===== src/core/lad_pkg.sv =====
// Constants for the line alarm and transmit diagnostic control block
package lad_pkg;
    // ****************************************
    // Register map
    // ****************************************
    localparam logic [7:0] LAD_ALARM_STATUS_OFS = 8'h03;
    localparam logic [7:0] LAD_TX_CONTROL_OFS = 8'h04;
    localparam logic [7:0] LAD_TX_CONTROL_RST = 8'h00;
    localparam logic [7:0] LAD_TX_CONTROL_WMASK = 8'h37;
    // ****************************************
    // Field positions
    // ****************************************
    localparam int LAD_STAT_DRV_BIT = 0;
    localparam int LAD_STAT_LOS_BIT = 1;
    localparam int LAD_TC_ERR_INS_BIT = 4;
    localparam int LAD_TC_INT_MON_BIT = 5;
    // ****************************************
    // Line rates
    // ****************************************
    typedef enum logic [1:0] {
        LAD_RATE_DS3 = 2'h0,
        LAD_RATE_E3 = 2'h1,
        LAD_RATE_STS1 = 2'h2
    } lad_rate_e;
    // ****************************************
    // Timing counts in bit periods, loss density percentage and ones count
    // ****************************************
    localparam int LAD_DRV_IDLE_BITS = 128;
    localparam int LAD_DLOS_IDLE_BITS = 160;
    localparam int LAD_DLOS_DENS_PCT = 33;
    localparam int LAD_DLOS_WIN_BITS = 30;
    localparam int LAD_DLOS_MIN_ONES =
        (LAD_DLOS_WIN_BITS * LAD_DLOS_DENS_PCT + 99) / 100;
endpackage : lad_pkg


===== src/core/lad_idle_run.sv =====
// Counter that flags a run of consecutive bit periods without a pulse
module lad_idle_run
    import lad_pkg::*;
#(
    parameter int LIMIT = LAD_DRV_IDLE_BITS
) (
    // Clock and reset
    input wire logic clk_in,
    input wire logic rst_b_in,
    // Line activity
    input wire logic pulse_in,
    // Idle run reached
    output logic idle_out
);
    localparam int CW = $clog2(LIMIT + 1);
    localparam logic [CW-1:0] LIM = CW'(LIMIT);
    localparam logic [CW-1:0] ONE = CW'(1);

    logic [CW-1:0] cnt_ff;
    logic idle_ff;
    wire logic [CW-1:0] nxt_cnt = pulse_in ? '0 :
        (cnt_ff == LIM) ? cnt_ff : cnt_ff + ONE;
    wire logic nxt_idle = (nxt_cnt == LIM);

    always_ff @(posedge clk_in or negedge rst_b_in) begin
        if (!rst_b_in) begin
            cnt_ff <= '0;
            idle_ff <= 1'b0;
        end else begin
            cnt_ff <= nxt_cnt;
            idle_ff <= nxt_idle;
        end
    end

    assign idle_out = idle_ff;
endmodule : lad_idle_run


===== src/core/lad_alarm_ctrl.sv =====
// Channel alarm status and transmit diagnostic control register bank
module lad_alarm_ctrl
    import lad_pkg::*;
#(
    parameter int DRV_BITS = LAD_DRV_IDLE_BITS,
    parameter int DLOS_BITS = LAD_DLOS_IDLE_BITS,
    parameter int WIN_BITS = LAD_DLOS_WIN_BITS,
    parameter int MIN_ONES = LAD_DLOS_MIN_ONES
) (
    // Clock and reset
    input wire logic clk_in,
    input wire logic rst_b_in,
    // Processor port
    input wire logic [7:0] cpu_addr_in,
    input wire logic cpu_wr_in,
    input wire logic cpu_rd_in,
    input wire logic [7:0] cpu_wdata_in,
    output logic [7:0] cpu_rdata_out,
    // Channel configuration
    input wire logic [1:0] rate_sel_in,
    input wire logic prbs_gen_en_in,
    input wire logic prbs_rx_en_in,
    // Receive loss detection
    input wire logic rx_pos_in,
    input wire logic rx_neg_in,
    input wire logic analog_los_in,
    input wire logic g775_los_in,
    // Transmit line sense
    input wire logic line_out_positive_in,
    input wire logic line_out_negative_in,
    input wire logic monitor_in_positive_in,
    input wire logic monitor_in_negative_in,
    // Status and control out
    output logic rx_los_out,
    output logic drive_monitor_alarm_out,
    output logic prbs_err_insert_out,
    output logic [2:0] tx_ctrl_low_out
);
    localparam int WCW = $clog2(WIN_BITS + 1);
    localparam logic [WCW-1:0] WIN_LAST = WCW'(WIN_BITS - 1);
    localparam logic [WCW-1:0] WIN_MIN = WCW'(MIN_ONES);
    localparam logic [WCW-1:0] WONE = WCW'(1);

    // ****************************************
    // Register state
    // ****************************************
    logic [7:0] tc_ff;
    logic ins_prev_ff;
    logic ins_pulse_ff;
    logic los_ff;
    logic dlos_ff;
    logic [WCW-1:0] win_cnt_ff;
    logic [WCW-1:0] ones_cnt_ff;
    logic [7:0] rdata_ff;
    logic drv_idle;
    logic dlos_idle;

    // ****************************************
    // Register decode
    // ****************************************
    wire logic wr_tc = cpu_wr_in && (cpu_addr_in == LAD_TX_CONTROL_OFS);
    wire logic rd_stat = (cpu_addr_in == LAD_ALARM_STATUS_OFS);
    wire logic rd_tc = (cpu_addr_in == LAD_TX_CONTROL_OFS);
    wire logic [7:0] nxt_tc = wr_tc ?
        (cpu_wdata_in & LAD_TX_CONTROL_WMASK) : tc_ff;
    wire logic [7:0] stat_word = {6'h00, los_ff, drv_idle};
    wire logic [7:0] nxt_rdata = !cpu_rd_in ? rdata_ff :
        rd_stat ? stat_word : rd_tc ? tc_ff : 8'h00;

    always_ff @(posedge clk_in or negedge rst_b_in) begin
        if (!rst_b_in) begin
            tc_ff <= LAD_TX_CONTROL_RST;
            rdata_ff <= 8'h00;
        end else begin
            tc_ff <= nxt_tc;
            rdata_ff <= nxt_rdata;
        end
    end

    // ****************************************
    // Drive monitor
    // ****************************************
    wire logic int_mon = tc_ff[LAD_TC_INT_MON_BIT];
    wire logic mon_pulse = int_mon ?
        (line_out_positive_in | line_out_negative_in) :
        (monitor_in_positive_in | monitor_in_negative_in);

    lad_idle_run #(
        .LIMIT(DRV_BITS)
    ) u_drv_run (
        .clk_in(clk_in),
        .rst_b_in(rst_b_in),
        .pulse_in(mon_pulse),
        .idle_out(drv_idle)
    );

    // ****************************************
    // Digital loss detector
    // ****************************************
    wire logic rx_pulse = rx_pos_in | rx_neg_in;

    lad_idle_run #(
        .LIMIT(DLOS_BITS)
    ) u_dlos_run (
        .clk_in(clk_in),
        .rst_b_in(rst_b_in),
        .pulse_in(rx_pulse),
        .idle_out(dlos_idle)
    );

    wire logic win_end = (win_cnt_ff == WIN_LAST);
    wire logic [WCW-1:0] ones_now = ones_cnt_ff + (rx_pulse ? WONE : '0);
    wire logic dens_ok = win_end && (ones_now >= WIN_MIN);
    wire logic [WCW-1:0] nxt_win = win_end ? '0 : win_cnt_ff + WONE;
    wire logic [WCW-1:0] nxt_ones = win_end ? '0 : ones_now;
    // Declaration wins over a clearance in the same bit period
    wire logic nxt_dlos = dlos_idle ? 1'b1 : dens_ok ? 1'b0 : dlos_ff;

    always_ff @(posedge clk_in or negedge rst_b_in) begin
        if (!rst_b_in) begin
            win_cnt_ff <= '0;
            ones_cnt_ff <= '0;
            dlos_ff <= 1'b0;
        end else begin
            win_cnt_ff <= nxt_win;
            ones_cnt_ff <= nxt_ones;
            dlos_ff <= nxt_dlos;
        end
    end

    // ****************************************
    // Receive loss status
    // ****************************************
    wire logic is_e3 = (rate_sel_in == LAD_RATE_E3);
    wire logic nxt_los = is_e3 ? g775_los_in :
        (dlos_ff | analog_los_in);

    always_ff @(posedge clk_in or negedge rst_b_in) begin
        if (!rst_b_in) begin
            los_ff <= 1'b0;
        end else begin
            los_ff <= nxt_los;
        end
    end

    // ****************************************
    // Single bit error insertion
    // ****************************************
    wire logic ins_bit = tc_ff[LAD_TC_ERR_INS_BIT];
    wire logic ins_rise = ins_bit && !ins_prev_ff;
    wire logic prbs_on = prbs_gen_en_in && prbs_rx_en_in;
    wire logic nxt_ins = ins_rise && prbs_on;

    always_ff @(posedge clk_in or negedge rst_b_in) begin
        if (!rst_b_in) begin
            ins_prev_ff <= 1'b0;
            ins_pulse_ff <= 1'b0;
        end else begin
            ins_prev_ff <= ins_bit;
            ins_pulse_ff <= nxt_ins;
        end
    end

    // ****************************************
    // Outputs
    // ****************************************
    assign cpu_rdata_out = rdata_ff;
    assign rx_los_out = los_ff;
    assign drive_monitor_alarm_out = drv_idle;
    assign prbs_err_insert_out = ins_pulse_ff;
    assign tx_ctrl_low_out = tc_ff[2:0];

    // Independent count of idle samples on the selected monitor source
    localparam logic [31:0] DRV_LIM = 32'(DRV_BITS);
    localparam logic [31:0] DRV_ONE = 32'h00000001;
    logic [31:0] idle_seen_ff;
    wire logic [31:0] nxt_idle_seen = mon_pulse ? '0 :
        (idle_seen_ff == DRV_LIM) ? idle_seen_ff : idle_seen_ff + DRV_ONE;

    always_ff @(posedge clk_in or negedge rst_b_in) begin
        if (!rst_b_in) begin
            idle_seen_ff <= '0;
        end else begin
            idle_seen_ff <= nxt_idle_seen;
        end
    end
endmodule : lad_alarm_ctrl


===== config.mk =====
export PLATFORM = sky130hd
export DESIGN_NAME = lad_alarm_ctrl
export DESIGN_NICKNAME = d
export VERILOG_FILES = /design/src/core/lad_pkg.sv /design/src/core/lad_idle_run.sv /design/src/core/lad_alarm_ctrl.sv
export SDC_FILE = /design/constraint.sdc
export NUM_CORES = 1
export LEC_CHECK = 0
export ABC_AREA = 1
export BUFFER_PORTS_ARGS = -buffer_cell sky130_fd_sc_hd__buf_4
export CAP_MARGIN = 20
export CORE_UTILIZATION = 49
export CTS_CLUSTER_DIAMETER = 50
export DETAILED_ROUTE_END_ITERATION = 6
export GPL_TIMING_DRIVEN = 0
export MAX_ROUTING_LAYER = met4
export PLACE_DENSITY = 0.72
export SETUP_SLACK_MARGIN = 0.05
export SYNTH_ARGS = -nofsm -noshare
export SYNTH_HDL_FRONTEND = slang
export SYNTH_SLANG_ARGS = --single-unit

===== constraint.sdc =====
create_clock -name clk_in -period 1.32 [get_ports clk_in]
set_clock_uncertainty 0.15 [all_clocks]
set_input_delay 0.33 -clock clk_in [delete_from_list [all_inputs] [get_ports clk_in]]
set_output_delay 0.33 -clock clk_in [all_outputs]
set_load 0.01 [all_outputs]

==> impl_metrics.py <==
metrics = {
    "outcome": {
        "status": "finished with violations",
        "violations": "negative setup slack",
    },
    "yosys": {
        "ys.flop_type": "dfrtp_1",
        "synth_xor_area_frac": 0.0368,
        "ys_ff_latch": 42,
        "syn_area_per_cell_um2": 8.25,
        "ys_types": 23,
        "synth_compound_area_frac": 0.0578,
        "synth_warnings": 0,
        "syn_inst": 260,
        "yosys.area_share.simple": 0.253,
        "synthAdderAreaFrac": 0.0467,
        "muxShareOfSynthArea": 0,
        "synth.area.top_cells": "dfrtp_1 49%, inv_1 9.1%, nand2_1 8.9%",
        "seq_area_frac_synth": 0.490,
        "synth_top_family_by_area": "simple AND/OR/NAND/NOR gates",
        "yosys.area.top_type_share": 0.490,
        "async_flop_share": 1.00,
        "synth_edf_count": 0,
        "synth.largest_area_cell": "dfrtp_1",
        "syn_area_um2": 2140,
    },
    "cells_and_area": {
        "final_cell_mix": "55 x buf_4, 44 x nand2_1, 41 x dfrtp_1",
        "multi_input_area_um2": 1120,
        "n_antenna_cell": 0,
        "stdcell_count": 385,
        "final_layout_size_suffix_gt1_frac": 0.430,
        "fillers": 289,
        "nets": 374,
        "regArea_um2": 1050,
        "layout.cells.most_common": "buf_4",
        "areaGrowthSynthToFinish_pct": 45.0,
        "utilization": 0.761,
        "stdcell_area_um2": 3110,
    },
    "floorplanning": {
        "core_area_um2": 4090,
        "die_h_um": 68.2,
        "die-area_um2": 4650,
        "std_cell_rows": 23,
        "die_x_um": 68.2,
        "ios": 46,
        "start_util": 0.525,
    },
    "sta": {
        "rsz0062_at_grt": "yes",
        "fin_ws_ns": -0.299,
        "worstMarginPinSlew_ns": 0.533,
        "relSlewSlack": 0.644,
        "setup_viol": 14,
        "slew_violations": 0,
        "period_share": 1.23,
        "fin_crit_ns": 1.62,
        "hold_violations": 0,
        "fmax_mhz": 618,
    },
    "route": {
        "drc": 0,
        "finalWirelength_mm": 4.73,
        "viasPerCell": 4.82,
        "wl_per_cell_um": 12.3,
        "ant_nets": 0,
        "vias": 1854,
        "drt_iter0_drc": 109,
        "firstDrtPassIters": 4,
    },
    "critical_path": {
        "r2r_cells": 10,
        "worstReg2RegEnd": "u_dlos_run.idle_out",
        "path_class": "reg -> reg",
        "r2r-start": "u_dlos_run.cnt_ff[0]",
        "cp-start-kind": "flop",
        "worstPathArrival_ns": 1.68,
        "required_ns": 1.38,
        "cp_max_fo": 4,
        "r2r_setup_slack_ns": -0.30,
        "cp-end-kind": "flop",
    },
    "run": {
        "max-cap-violations": 0,
    },
    "hold_path": {
        "hold_end": "cpu_rdata_out[0]",
        "min_path_type": "in -> reg",
        "hold_start": "cpu_rd_in",
        "holdPathStages": 2,
    },
    "clock_tree": {
        "clock-root-buffer": "clkbuf_8",
        "clkSinkCount": 42,
        "cts_buffer_depth": 2,
        "h-tree-depth": 2,
        "cts.clk_slew.worst_paths_ns": 0.08,
        "clkLatencyLatePin_ns": 0.28,
        "cts_tree": "built",
        "numCtsBuffers": 5,
    },
    "global_routing": {
        "grt_usage": 0.193,
        "antenna_found_initial": 0,
        "grt_max_degree": 43,
        "grt_pass1_vias": 1581,
        "globalRouteOverflowTotal": 0,
        "grt_pass1_wl_mm": 6.56,
    },
    "power": {
        "power_switching_mw": 0.868,
        "leakage_nw": 1.59,
        "seq_power_share": 0.491,
        "switching_share": 0.281,
        "p_int_mw": 2.22,
        "power_density_nw_per_um2": 994,
        "combinationalPowerShare": 0.243,
        "ir_worst_vdd_uv": 814,
        "pwr-share-clk": 0.266,
    },
    "placed_design": {
        "place.gp.congestion": 0.860,
        "io_buffers": 39,
        "dpl.hpwl_mm": 2.83,
        "placed_area_um2": 2560,
        "place_inst": 351,
    },
}
metal layers:
metal  vias up  GRT usage  wire length [um]
met5         -          -                 0
met4         0     0.0521                29
met3         4     0.0367               156
met2        35      0.347              2480
met1       859      0.218              2060
li1        956          -                 -
layout make-up:
| type | instances | area share |
|---|---|---|
| inverter | 53 | 0.0664 |
| clock inverter | 1 | 0.00161 |
| timing repair buffer | 66 | 0.176 |
| multi-input combinational | 162 | 0.359 |
| timing repair inverter | 1 | 0.00362 |
| buffer | 3 | 0.00724 |
| sequential | 42 | 0.338 |
| tap | 50 | 0.0201 |
| clock buffer | 7 | 0.0278 |
cell families (layout without fill, tap and decap cells):
logic type / Yosys count / in the layout
AND/OR/NAND/NOR: 119 / 120
XOR/XNOR: 9 / 9
buffers and inverters: 59 / 131
adder cells (fa/ha/maj): 8 / 8
other: 1 / 3
flip-flops: 42 / 42
AO/OA/AOI/OAI: 22 / 22
power by group through the flow:
stage          sequential, mW  combinational [mW]  clock [mW]
5_1_grt                  1.53               0.836       0.909
2_1_floorplan            1.51               0.378           0
4_1_cts                  1.50               0.609       0.850
3_3_place_gp             1.52               0.546           0
3_5_place_dp             1.53               0.562           0
6_report                 1.52               0.751       0.821
flip-flops by register name, summed over array words and instances (netlist names), 5 cells and up:
| name | count |
|---|---|
| ones_cnt_ff | 5 |
| win_cnt_ff | 5 |
| u_drv_run.cnt_ff | 8 |
| u_dlos_run.cnt_ff | 8 |
| tc_ff | 5 |
| cpu_rdata_out | 5 |
metrics by stage:
stage	total power, mW	worst slack, ns	hold slack (ns)	TNS, ns
2_1_floorplan	1.89	-0.240	-0.116	-0.518
3_3_place_gp	2.07	-0.480	0.198	-4.12
3_5_place_dp	2.09	-0.485	0.196	-4.33
4_1_cts	2.96	-0.245	0.124	-0.837
5_1_grt	3.28	-0.387	0.137	-2.94
6_report	3.09	-0.299	0.127	-1.25
repair_timing:
action,in CTS,in global routing
setup endpoints to repair,34,44
pin swaps,11,15
hold buffers,1,0
gates cloned,1,1
hold endpoints to repair,42,0
resized for setup,38,42
buffers inserted,16,10
how the worst max path moves through the flow:
stage,from,endpoint,slack (ns),cells past startpoint
2_1_floorplan,rx_pos_in,dlos_ff,-0.24,9
3_3_place_gp,rx_pos_in,dlos_ff,-0.48,10
3_5_place_dp,rx_pos_in,dlos_ff,-0.49,10
4_1_cts,u_dlos_run.cnt_ff[0],u_dlos_run.idle_out,-0.24,10
5_1_grt,u_dlos_run.cnt_ff[0],u_dlos_run.idle_out,-0.39,10
6_report,u_dlos_run.cnt_ff[0],u_dlos_run.idle_out,-0.30,10
worst max-delay path: stages (launching register included):
cell,delay [ns]
dfrtp_1,0.42
inv_2,0.11
ha_4,0.13
nand2_1,0.04
nor2_1,0.11
nand3_2,0.13
nand2_2,0.09
nor2_2,0.04
nor2_1,0.13
nand3_1,0.09
nor2_1,0.11
cell usage after synthesis, drive strengths merged (4+ instances only):
cell,count
buf,6
xnor2,5
nand2,51
nand4,5
nor3,5
nand3,24
o21ai,10
inv,52
a21oi,7
xor2,4
nor2,31
ha,8
dfrtp,42
Note: power is estimated with default switching activity, not from simulation.
